## src/hdl/etio_pkg.sv

```systemverilog
package etio_pkg;
    // clock and marker pulse timing
    localparam int CLK_NS    = 8;
    localparam int PULSE_NS  = 1000;
    localparam int PULSE_CYC = (PULSE_NS + CLK_NS - 1) / CLK_NS + 1; // strictly wider

    // register offsets
    localparam logic [7:0] OFS_CTRL   = 8'h00;
    localparam logic [7:0] OFS_PERIOD = 8'h04;
    localparam logic [7:0] OFS_COUNT  = 8'h08;
    localparam logic [7:0] OFS_STATUS = 8'h0C;
    localparam logic [7:0] OFS_TRIG   = 8'h10;

    // control field positions
    localparam int CTRL_MODE_LSB = 0;
    localparam int CTRL_SRC_LSB  = 2;
    localparam int CTRL_SLOPE    = 4;
    localparam int CTRL_OUT_EN   = 5;
    localparam int CTRL_OUT_FALL = 6;
    localparam int CTRL_NOISE    = 7;
    localparam int CTRL_KEY_EXT  = 8;
    localparam int CTRL_WIDTH    = 9;

    // reset values
    localparam logic [8:0]  CTRL_RST   = 9'h000;
    localparam logic [31:0] PERIOD_RST = 32'h0000_1000;
    localparam logic [15:0] COUNT_RST  = 16'h0001;

    typedef enum logic [1:0] {
        ETIO_SWEEP = 2'b00,
        ETIO_BURST = 2'b01,
        ETIO_FSK   = 2'b10,
        ETIO_GATED = 2'b11
    } etio_mode_t;

    typedef enum logic [1:0] {
        ETIO_SRC_IMM   = 2'b00,
        ETIO_SRC_EXT   = 2'b01,
        ETIO_SRC_BUS   = 2'b10,
        ETIO_SRC_TIMER = 2'b11
    } etio_src_t;

    typedef enum logic [1:0] {
        ETIO_G_IDLE  = 2'b00,
        ETIO_G_RUN   = 2'b01,
        ETIO_G_DRAIN = 2'b11
    } etio_gate_t;
endpackage

```

## src/hdl/etio_mk_if.sv

```systemverilog
`timescale 1ns/100ps
// marker request from control logic to marker generator
interface etio_mk_if;
    logic        start;
    logic        sq_mode;
    logic        pulse_mode;
    logic [31:0] period;
    logic        mark;

    modport drv (output start, output sq_mode, output pulse_mode, output period, input mark);
    modport gen (input start, input sq_mode, input pulse_mode, input period, output mark);
endinterface

```

## src/hdl/etio_marker.sv

```systemverilog
`timescale 1ns/100ps
module etio_marker (
    input  wire logic i_clk,
    input  wire logic i_rst_b,
    etio_mk_if.gen    mk
);
    localparam int PW = etio_pkg::PULSE_CYC;

    logic [31:0] cnt_reg;
    logic        mark_reg;
    logic [31:0] half;

    assign half    = mk.period >> 1;
    assign mk.mark = mark_reg;

    // square wave high for half the period, pulse high for the fixed width
    always_ff @(posedge i_clk) begin
        if (!i_rst_b) begin
            cnt_reg  <= 32'h0000_0000;
            mark_reg <= 1'b0;
        end else if (mk.start && (mk.sq_mode || mk.pulse_mode)) begin
            cnt_reg  <= 32'h0000_0000;
            mark_reg <= 1'b1;
        end else if (mark_reg) begin
            cnt_reg <= cnt_reg + 32'h0000_0001;
            if (!mk.sq_mode && !mk.pulse_mode) begin
                mark_reg <= 1'b0;                               // source went external
            end else if (mk.sq_mode && (cnt_reg + 32'h0000_0001 >= half)) begin
                mark_reg <= 1'b0;
            end else if (mk.pulse_mode && (cnt_reg >= 32'(PW - 1))) begin
                mark_reg <= 1'b0;
            end
        end
    end

    mark_rise_a: assert property (@(posedge i_clk) disable iff (!i_rst_b)
        (mk.start && (mk.sq_mode || mk.pulse_mode)) |=> mark_reg)
        else $error("marker did not rise at start");
    pulse_width_a: assert property (@(posedge i_clk) disable iff (!i_rst_b)
        (mark_reg && mk.pulse_mode && !mk.sq_mode) |-> (cnt_reg < 32'(PW)))
        else $error("bus pulse longer than its width");
    square_half_a: assert property (@(posedge i_clk) disable iff (!i_rst_b)
        (mark_reg && mk.sq_mode && !mk.start && (cnt_reg + 32'h0000_0001 >= half))
        |=> !mark_reg)
        else $error("square wave not low after half period");
    pulse_cov_c: cover property (@(posedge i_clk) disable iff (!i_rst_b)
        mk.pulse_mode && $fell(mark_reg));
endmodule // etio_marker

```

## src/hdl/etio_top.sv

```systemverilog
// Chosen here: the strobed register port and the address map.
`timescale 1ns/100ps
module etio_top (
    input  wire logic        i_clk,
    input  wire logic        i_rst_b,
    input  wire logic [7:0]  i_addr,
    input  wire logic [31:0] i_wdata,
    input  wire logic        i_wr,
    input  wire logic        i_rd,
    output logic      [31:0] o_rdata,
    input  wire logic        i_trig_pin_in,
    output logic             o_trig_pin_out,
    output logic             o_trig_pin_oe,
    input  wire logic        i_cycle_end,
    output logic             o_start,
    output logic             o_burst_busy,
    output logic             o_run,
    output logic             o_hold_phase,
    output logic             o_hop
);
    // address match used by reads and writes
    function automatic logic f_hit(input logic [7:0] a, input logic [7:0] ofs);
        f_hit = (a == ofs);
    endfunction

    logic [etio_pkg::CTRL_WIDTH-1:0] ctrl_reg;
    logic [31:0]                     period_reg;
    logic [15:0]                     count_reg;
    logic [31:0]                     rdata_reg;
    logic                            pin_meta_reg;
    logic                            pin_sync_reg;
    logic                            pin_prev_reg;
    logic [31:0]                     tmr_reg;
    logic [15:0]                     cyc_reg;
    logic                            busy_reg;
    logic                            start_reg;
    logic                            hop_reg;
    etio_pkg::etio_gate_t            gate_reg;
    etio_pkg::etio_mode_t            mode;
    etio_pkg::etio_src_t             src;
    logic                            slope_fall;
    logic                            out_en;
    logic                            out_fall;
    logic                            noise;
    logic                            key_ext;
    logic                            trig_mode;
    logic                            edge_hit;
    logic                            gate_true;
    logic                            int_src;
    logic                            tmr_tick;
    logic                            ext_start;
    logic                            bus_start;
    logic                            start_req;
    logic                            out_active;

    etio_mk_if mk ();

    // control field decode
    assign mode       = etio_pkg::etio_mode_t'(ctrl_reg[etio_pkg::CTRL_MODE_LSB +: 2]);
    assign src        = etio_pkg::etio_src_t'(ctrl_reg[etio_pkg::CTRL_SRC_LSB +: 2]);
    assign slope_fall = ctrl_reg[etio_pkg::CTRL_SLOPE];
    assign out_en     = ctrl_reg[etio_pkg::CTRL_OUT_EN];
    assign out_fall   = ctrl_reg[etio_pkg::CTRL_OUT_FALL];
    assign noise      = ctrl_reg[etio_pkg::CTRL_NOISE];
    assign key_ext    = ctrl_reg[etio_pkg::CTRL_KEY_EXT];
    assign trig_mode  = (mode == etio_pkg::ETIO_SWEEP) || (mode == etio_pkg::ETIO_BURST);
    assign int_src    = (src == etio_pkg::ETIO_SRC_IMM) || (src == etio_pkg::ETIO_SRC_TIMER);

    // register writes
    always_ff @(posedge i_clk) begin
        if (!i_rst_b) begin
            ctrl_reg   <= etio_pkg::CTRL_RST;
            period_reg <= etio_pkg::PERIOD_RST;
            count_reg  <= etio_pkg::COUNT_RST;
        end else if (i_wr) begin
            if (f_hit(i_addr, etio_pkg::OFS_CTRL)) begin
                ctrl_reg <= i_wdata[etio_pkg::CTRL_WIDTH-1:0];
            end
            if (f_hit(i_addr, etio_pkg::OFS_PERIOD)) begin
                period_reg <= i_wdata;
            end
            if (f_hit(i_addr, etio_pkg::OFS_COUNT)) begin
                count_reg <= i_wdata[15:0];
            end
        end
    end

    // register reads, data one cycle after the strobe
    always_ff @(posedge i_clk) begin
        if (!i_rst_b) begin
            rdata_reg <= 32'h0000_0000;
        end else if (i_rd) begin
            if (f_hit(i_addr, etio_pkg::OFS_CTRL)) begin
                rdata_reg <= {{(32 - etio_pkg::CTRL_WIDTH){1'b0}}, ctrl_reg};
            end else if (f_hit(i_addr, etio_pkg::OFS_PERIOD)) begin
                rdata_reg <= period_reg;
            end else if (f_hit(i_addr, etio_pkg::OFS_COUNT)) begin
                rdata_reg <= {16'h0000, count_reg};
            end else if (f_hit(i_addr, etio_pkg::OFS_STATUS)) begin
                rdata_reg <= {26'h000_0000, o_trig_pin_out, hop_reg, o_run, busy_reg,
                              pin_sync_reg, o_trig_pin_oe};
            end else begin
                rdata_reg <= 32'h0000_0000;
            end
        end else begin
            rdata_reg <= 32'h0000_0000;
        end
    end
    assign o_rdata = rdata_reg;

    // two-stage pin synchroniser and edge history
    always_ff @(posedge i_clk) begin
        if (!i_rst_b) begin
            pin_meta_reg <= 1'b0;
            pin_sync_reg <= 1'b0;
            pin_prev_reg <= 1'b0;
        end else begin
            pin_meta_reg <= i_trig_pin_in;
            pin_sync_reg <= pin_meta_reg;
            pin_prev_reg <= pin_sync_reg;
        end
    end

    // selected slope and gate polarity
    assign edge_hit  = slope_fall ? (pin_prev_reg && !pin_sync_reg)
                                  : (!pin_prev_reg && pin_sync_reg);
    assign gate_true = pin_sync_reg ^ slope_fall;

    // trigger sources; a running burst masks every new start
    assign ext_start = trig_mode && (src == etio_pkg::ETIO_SRC_EXT) && edge_hit
                       && !busy_reg;
    assign bus_start = trig_mode && (src == etio_pkg::ETIO_SRC_BUS) && i_wr
                       && f_hit(i_addr, etio_pkg::OFS_TRIG) && !busy_reg;
    assign tmr_tick  = trig_mode && int_src && (tmr_reg + 32'h0000_0001 >= period_reg);
    assign start_req = ext_start || bus_start || (tmr_tick && !busy_reg);

    // period timer for immediate and timer sources
    always_ff @(posedge i_clk) begin
        if (!i_rst_b) begin
            tmr_reg <= 32'h0000_0000;
        end else if (!trig_mode || !int_src || tmr_tick) begin
            tmr_reg <= 32'h0000_0000;
        end else begin
            tmr_reg <= tmr_reg + 32'h0000_0001;
        end
    end

    // start pulse to the sweep and burst engines
    always_ff @(posedge i_clk) begin
        if (!i_rst_b) begin
            start_reg <= 1'b0;
        end else begin
            start_reg <= start_req;
        end
    end
    assign o_start = start_reg;

    // burst busy: counts completed cycles up to the programmed count
    always_ff @(posedge i_clk) begin
        if (!i_rst_b) begin
            busy_reg <= 1'b0;
            cyc_reg  <= 16'h0000;
        end else if (mode != etio_pkg::ETIO_BURST) begin
            busy_reg <= 1'b0;
            cyc_reg  <= 16'h0000;
        end else if (start_req) begin
            busy_reg <= 1'b1;
            cyc_reg  <= 16'h0000;
        end else if (busy_reg && i_cycle_end) begin
            cyc_reg <= cyc_reg + 16'h0001;
            if (cyc_reg + 16'h0001 >= count_reg) begin
                busy_reg <= 1'b0;
            end
        end
    end
    assign o_burst_busy = busy_reg;

    // gated burst: run while gate true, drain to cycle end, noise stops at once
    always_ff @(posedge i_clk) begin
        if (!i_rst_b) begin
            gate_reg <= etio_pkg::ETIO_G_IDLE;
        end else if (mode != etio_pkg::ETIO_GATED) begin
            gate_reg <= etio_pkg::ETIO_G_IDLE;
        end else begin
            unique case (gate_reg)
                etio_pkg::ETIO_G_IDLE: begin
                    if (gate_true) begin
                        gate_reg <= etio_pkg::ETIO_G_RUN;
                    end
                end
                etio_pkg::ETIO_G_RUN: begin
                    if (!gate_true) begin
                        gate_reg <= noise ? etio_pkg::ETIO_G_IDLE
                                          : etio_pkg::ETIO_G_DRAIN;
                    end
                end
                etio_pkg::ETIO_G_DRAIN: begin
                    if (gate_true) begin
                        gate_reg <= etio_pkg::ETIO_G_RUN;
                    end else if (i_cycle_end || noise) begin
                        gate_reg <= etio_pkg::ETIO_G_IDLE;
                    end
                end
                default: begin
                    gate_reg <= etio_pkg::ETIO_G_IDLE;
                end
            endcase
        end
    end
    assign o_run        = (gate_reg != etio_pkg::ETIO_G_IDLE);
    assign o_hold_phase = (mode == etio_pkg::ETIO_GATED) && (gate_reg == etio_pkg::ETIO_G_IDLE);

    // keyed FSK frequency select
    always_ff @(posedge i_clk) begin
        if (!i_rst_b) begin
            hop_reg <= 1'b0;
        end else begin
            hop_reg <= (mode == etio_pkg::ETIO_FSK) && key_ext && pin_sync_reg;
        end
    end
    assign o_hop = hop_reg;

    // trigger output: pin driven only for internal, timer or bus sources
    assign out_active    = out_en && trig_mode && (src != etio_pkg::ETIO_SRC_EXT);
    assign mk.start      = start_req && out_active;
    assign mk.sq_mode    = int_src;
    assign mk.pulse_mode = (src == etio_pkg::ETIO_SRC_BUS);
    assign mk.period     = period_reg;

    etio_marker u_marker (
        .i_clk   (i_clk),
        .i_rst_b (i_rst_b),
        .mk      (mk)
    );

    // marker polarity and pin enable
    assign o_trig_pin_out = mk.mark ^ out_fall;
    assign o_trig_pin_oe  = out_active;

    ext_one_start_a: assert property (@(posedge i_clk) disable iff (!i_rst_b)
        ext_start |=> (o_start ##1 !o_start))
        else $error("external edge did not give exactly one start");
    sync_two_a: assert property (@(posedge i_clk) disable iff (!i_rst_b)
        $rose(pin_sync_reg) |-> $past(pin_meta_reg))
        else $error("pin reached logic without two stages");
    burst_ignore_a: assert property (@(posedge i_clk) disable iff (!i_rst_b)
        (busy_reg && (mode == etio_pkg::ETIO_BURST)) |-> !start_req)
        else $error("start taken during a burst");
    fsk_hop_a: assert property (@(posedge i_clk) disable iff (!i_rst_b)
        ((mode == etio_pkg::ETIO_FSK) && key_ext) [*2] |-> (o_hop == $past(pin_sync_reg)))
        else $error("hop select does not follow the pin");
    gate_run_a: assert property (@(posedge i_clk) disable iff (!i_rst_b)
        ((mode == etio_pkg::ETIO_GATED) && gate_true) ##1 (mode == etio_pkg::ETIO_GATED)
        |-> o_run)
        else $error("gate true but output not running");
    noise_stop_a: assert property (@(posedge i_clk) disable iff (!i_rst_b)
        ((mode == etio_pkg::ETIO_GATED) && noise && !gate_true && o_run) |=> !o_run)
        else $error("noise did not stop on gate false");
    drain_hold_a: assert property (@(posedge i_clk) disable iff (!i_rst_b)
        ((gate_reg == etio_pkg::ETIO_G_RUN) && !gate_true && !noise
         && (mode == etio_pkg::ETIO_GATED) && !i_cycle_end) |=> o_run)
        else $error("gated output stopped before cycle end");
    ext_no_out_a: assert property (@(posedge i_clk) disable iff (!i_rst_b)
        (src == etio_pkg::ETIO_SRC_EXT) |-> !o_trig_pin_oe)
        else $error("trigger output driven with external source");

    // checks on burst length, marker form, reset defaults and gate drain
    burst_count_a: assert property (@(posedge i_clk) disable iff (!i_rst_b)
        ($fell(busy_reg) && ($past(mode) == etio_pkg::ETIO_BURST))
        |-> $past(i_cycle_end))
        else $error("burst ended without a cycle end");
    bus_pulse_a: assert property (@(posedge i_clk) disable iff (!i_rst_b)
        (mk.start && mk.pulse_mode && !mk.sq_mode)
        |=> ##125 mk.mark)
        else $error("bus marker pulse too narrow");
    rst_src_a: assert property (@(posedge i_clk)
        !i_rst_b
        |=> ((src == etio_pkg::ETIO_SRC_IMM) && !out_fall && !o_trig_pin_oe))
        else $error("reset did not restore immediate source");
    mark_start_a: assert property (@(posedge i_clk) disable iff (!i_rst_b)
        (start_req && out_active)
        |=> (o_start && mk.mark))
        else $error("marker not at sweep or burst start");
    oe_mode_a: assert property (@(posedge i_clk) disable iff (!i_rst_b)
        !trig_mode |-> !o_trig_pin_oe)
        else $error("trigger output driven outside sweep or burst");
    drain_stay_a: assert property (@(posedge i_clk) disable iff (!i_rst_b)
        ((gate_reg == etio_pkg::ETIO_G_DRAIN) && !gate_true && !i_cycle_end && !noise
         && (mode == etio_pkg::ETIO_GATED)) |=> o_run)
        else $error("drain stopped before cycle end");
    hold_phase_a: assert property (@(posedge i_clk) disable iff (!i_rst_b)
        ((gate_reg == etio_pkg::ETIO_G_DRAIN) && !gate_true && i_cycle_end
         && (mode == etio_pkg::ETIO_GATED)) |=> (o_hold_phase || (mode != etio_pkg::ETIO_GATED)))
        else $error("output not held at start phase after drain");

    // main scenarios reached
    timer_start_c: cover property (@(posedge i_clk) disable iff (!i_rst_b)
        tmr_tick && (src == etio_pkg::ETIO_SRC_TIMER));
    burst_start_c: cover property (@(posedge i_clk) disable iff (!i_rst_b)
        ext_start && (mode == etio_pkg::ETIO_BURST));
    gate_drain_c: cover property (@(posedge i_clk) disable iff (!i_rst_b)
        (gate_reg == etio_pkg::ETIO_G_DRAIN) ##1 (gate_reg == etio_pkg::ETIO_G_IDLE));
    fsk_hop_c: cover property (@(posedge i_clk) disable iff (!i_rst_b) $rose(o_hop));
endmodule // etio_top
```

## config.mk

```make
export PLATFORM = sky130hd
export DESIGN_NAME = etio_top
export DESIGN_NICKNAME = d
export VERILOG_FILES = /design/src/hdl/etio_pkg.sv /design/src/hdl/etio_mk_if.sv /design/src/hdl/etio_marker.sv /design/src/hdl/etio_top.sv
export SDC_FILE = /design/constraint.sdc
export NUM_CORES = 1
export LEC_CHECK = 0
export BUFFER_PORTS_ARGS = -buffer_cell sky130_fd_sc_hd__buf_2
export CORE_MARGIN = 2
export CORE_UTILIZATION = 45
export CTS_CLUSTER_DIAMETER = 40
export DETAILED_ROUTE_END_ITERATION = 8
export HOLD_SLACK_MARGIN = 0.05
export MAX_ROUTING_LAYER = met4
export PLACE_DENSITY = 0.68
export SLEW_MARGIN = 20
export SYNTH_ARGS = -nofsm -noshare
export SYNTH_HDL_FRONTEND = slang
export SYNTH_SLANG_ARGS = --single-unit
```

## constraint.sdc

```tcl
create_clock -name i_clk -period 3.15 [get_ports i_clk]
set_input_delay 0.63 -clock i_clk [delete_from_list [all_inputs] [get_ports i_clk]]
set_output_delay 0.63 -clock i_clk [all_outputs]
set_load 0.01 [all_outputs]
```

==> results.sh <==
export IMPL_grt_usage_pct=22.6
export IMPL_core_um2=21700
export IMPL_antenna_found_initial=0
export IMPL_dpl_hpwl_mm=18.4
export IMPL_cts_sinks=178
export IMPL_syn_area_um2=9890
export IMPL_yosysMostFrequentCell="dfxtp_1"
export IMPL_synthAdderAreaFrac_pct=10.9
export IMPL_syn2layout_area_growth_pct=23.4
export IMPL_synthCells=1155
export IMPL_cp_end_kind="register"
export IMPL_p_sw_share_pct=24.3
export IMPL_syn_nets=1287
export IMPL_nNetsFinal=1428
export IMPL_yosysTopAreaCell="dfxtp_1"
export IMPL_cp_common_cell="buf_6"
export IMPL_stdcell_count=1589
export IMPL_grt_pass1_vias=8271
export IMPL_report_final_hold_viol_count=0
export IMPL_dieArea_um2=23200
export IMPL_p_leak_nw=5.01
export IMPL_drt_iter0_drc=540
export IMPL_ys_types=66
export IMPL_grt_busiest_layer="met2"
export IMPL_cts_tree="done"
export IMPL_rsz0062_at_grt="true"
export IMPL_cp_data_arrival_time_ns=3.86
export IMPL_syn_avg_cell_area_um2=8.56
export IMPL_ios=85
export IMPL_use_met2_pct=36.6
export IMPL_cts_root_buf="clkbuf_16"
export IMPL_maxCapViolations=0
export IMPL_port_buffers=84
export IMPL_cts_hold_buf=0
export IMPL_maxSlewHeadroom_pct=52.6
export IMPL_yosys_top_cells_area="dfxtp_1, ha_1, nand2_1, xor2_1, xnor2_1"
export IMPL_path_clk_slew_ns=0.08
export IMPL_placedCellCount=1541
export IMPL_drcViolationCount=0
export IMPL_powerDensity_nw_per_um2=384
export IMPL_clkPwrFrac_pct=47.8
export IMPL_viasPerCell=5.36
export IMPL_finalWorstSetupSlack_ns=-0.345
export IMPL_grt_pass1_wl_mm=41.4
export IMPL_cp_slowest_cell="dfxtp_1"
export IMPL_synth_compound_area_share_pct=11.2
export IMPL_yosys_top_cells_count="dfxtp_1, nand2_1, nor2_1"
export IMPL_layout_drive_gt1_share_pct=23.2
export IMPL_post_drt_wl_per_cell_um=16.3
export IMPL_clk_latency_ns=0.44
export IMPL_met3_usage_pct=3.64
export IMPL_fin_crit_sh_pct=111
export IMPL_start_util_pct=45.6
export IMPL_netlist_area_leader_share_pct=36.0
export IMPL_cts_max_level=4
export IMPL_tightestPinTransition_ns=0.709
export IMPL_status="finished, violations left"
export IMPL_seqPwrFrac_pct=48.2
export IMPL_synth_warnings=0
export IMPL_die_y_um=152
export IMPL_cp_start_kind="register"
export IMPL_violations="setup timing"
export IMPL_synth_edf_count=0
export IMPL_maxSlewViolCount=0
export IMPL_synthSimpleGateAreaFrac_pct=25.4
export IMPL_synth_top_family_by_area="simple AND/OR/NAND/NOR gates"
export IMPL_seq_area_frac_synth_pct=36.0
export IMPL_ys_seq_elements=178
export IMPL_totalWireLength_mm=25.9
export IMPL_fin_setup_tns_ns=-20.72
export IMPL_worstPathMaxFanout=8
export IMPL_hold_path_class="primary input to register"
export IMPL_required_ns=3.52
export IMPL_met1_usage_pct=28.7
export IMPL_max_clock_freq_ghz=0.286
export IMPL_ctsLongestPathBuffers=2
export IMPL_muxShareOfSynthArea_pct=0.304
export IMPL_overflow=0
export IMPL_num_vias=8523
export IMPL_clock_skew_ns=0.0107
export IMPL_globalplace_congestion=0.891
export IMPL_antenna_left=0
export IMPL_path_class="register to register"
export IMPL_setup_violations_final=83
export IMPL_std_cell_rows=54
export IMPL_p_int_mw=3.54
export IMPL_dr_pass1_iters=6
export IMPL_ir_drop_uv=283
export IMPL_cts_buffers=17
export IMPL_synth_xor_area_share_pct=10.7
export IMPL_synthFlopType="dfxtp_1"
export IMPL_die_w_um=152
export IMPL_antenna_cells=0
export IMPL_synth_async_reset_ratio_pct=0
export IMPL_critPathMaxStageDelay_ns=0.35
export IMPL_p_comb_share_pct=4.0
export IMPL_p_switching_mw=1.14
export IMPL_grt_max_degree=34
export IMPL_crit_path_cell_trace="nand2_1 -> or2_4 -> buf_6 -> nor4_4 -> nand2_2 -> nor3_4 -> xor2_1 -> ha_1 -> and4_1 -> a221oi_2 -> o22ai_2 -> buf_4 -> a211oi_4 -> buf_6 -> o21ai_4 -> nor2_1"
export IMPL_period_minus_slack_ns=3.50
export IMPL_power_total_mw=4.68
export IMPL_nFillCells=1899
==> area by class of cell <==
class	count	area (µm²)	share of cell area, %
Inverter	62	233	1.91
Multi-Input combinational cell	859	6220	51.0
Tap cell	280	350	2.87
Clock inverter	15	190	1.56
Clock buffer	17	425	3.49
Sequential cell	178	3570	29.3
Timing Repair Buffer	178	1210	9.90
==> metrics by stage <==
| step | instance area (µm²) | util [%] | hold slack (ns) | setup slack, ns |
|---|---|---|---|---|
| 2_1_floorplan | 9940 | - | 0.412 | -0.00459 |
| 3_3_place_gp | 11000 | 50.8 | 0.417 | -0.252 |
| 3_5_place_dp | 11000 | 50.8 | 0.424 | -0.400 |
| 4_1_cts | 12000 | 55.3 | 0.401 | -0.164 |
| 5_1_grt | 12200 | 56.2 | 0.406 | -0.516 |
| 6_report | 12200 | 56.2 | 0.409 | -0.345 |
==> path summary, 6_finish.rpt <==
kind                      start      endpoint  slack [ns]  depth (start not counted)
hold reg to reg    pin_meta_reg  pin_sync_reg        0.44                          1
setup reg to reg    tmr_reg[15]    cyc_reg[8]       -0.35                         16
hold / removal    i_trig_pin_in  pin_meta_reg        0.41                          2
setup / recovery    tmr_reg[15]    cyc_reg[8]       -0.35                         16
==> logic make-up after synthesis <==
kind of cell	count (synthesis)
AND/OR/NAND/NOR	491
flip-flops	178
AO/OA/AOI/OAI	157
XOR/XNOR	121
buffers and inverters	119
adder cells (fa/ha/maj)	86
multiplexers	3
==> cell usage in the layout, fill, tap and decap left out, drive strengths merged, types with 5 or more instances in the layout <==
master	instances
nor2b	27
a221oi	5
nand2	177
a21o	9
a21oi	32
a22o	7
a211oi	6
nand3	54
inv	70
nor4	29
o21ai	19
dfxtp	178
nor3	17
a21boi	56
ha	86
xor2	66
and2	12
a222oi	8
nand4	31
xnor2	55
nor2	93
buf	177
and4	17
and3	10
clkbuf	18
==> worst max-delay path: cells and delay by family (launching register included) <==
family                   cells  cell delay (ns)
buffers and inverters        3             0.44
AO/OA/AOI/OAI                4             0.74
AND/OR/NAND/NOR              7             1.37
adder cells (fa/ha/maj)      1             0.28
flip-flops                   1             0.35
XOR/XNOR                     1             0.24
==> power by group through the flow <==
stage	logic (mW)	clock network [mW]	registers, mW
3_5_place_dp	0.148	0	2.31
6_report	0.186	2.24	2.26
4_1_cts	0.173	2.27	2.26
5_1_grt	0.200	2.37	2.26
3_3_place_gp	0.148	0	2.31
2_1_floorplan	0.0741	0	2.31
==> repair_timing <==
item	4_1_cts	5_1_grt
endpoints found under the hold margin	0	0
setup endpoints to repair	83	83
gates cloned	4	1
buffers inserted	11	1
pin swaps	55	33
resized for setup	59	47
==> per-layer routing <==
layer  vias up  part of all wire (%)
met2       233                    47
li1       4252                     -
met4         0                   2.4
met5         -                     0
met1      3995                    45
met3        43                   5.2
Power figures use the tool's default switching activity.
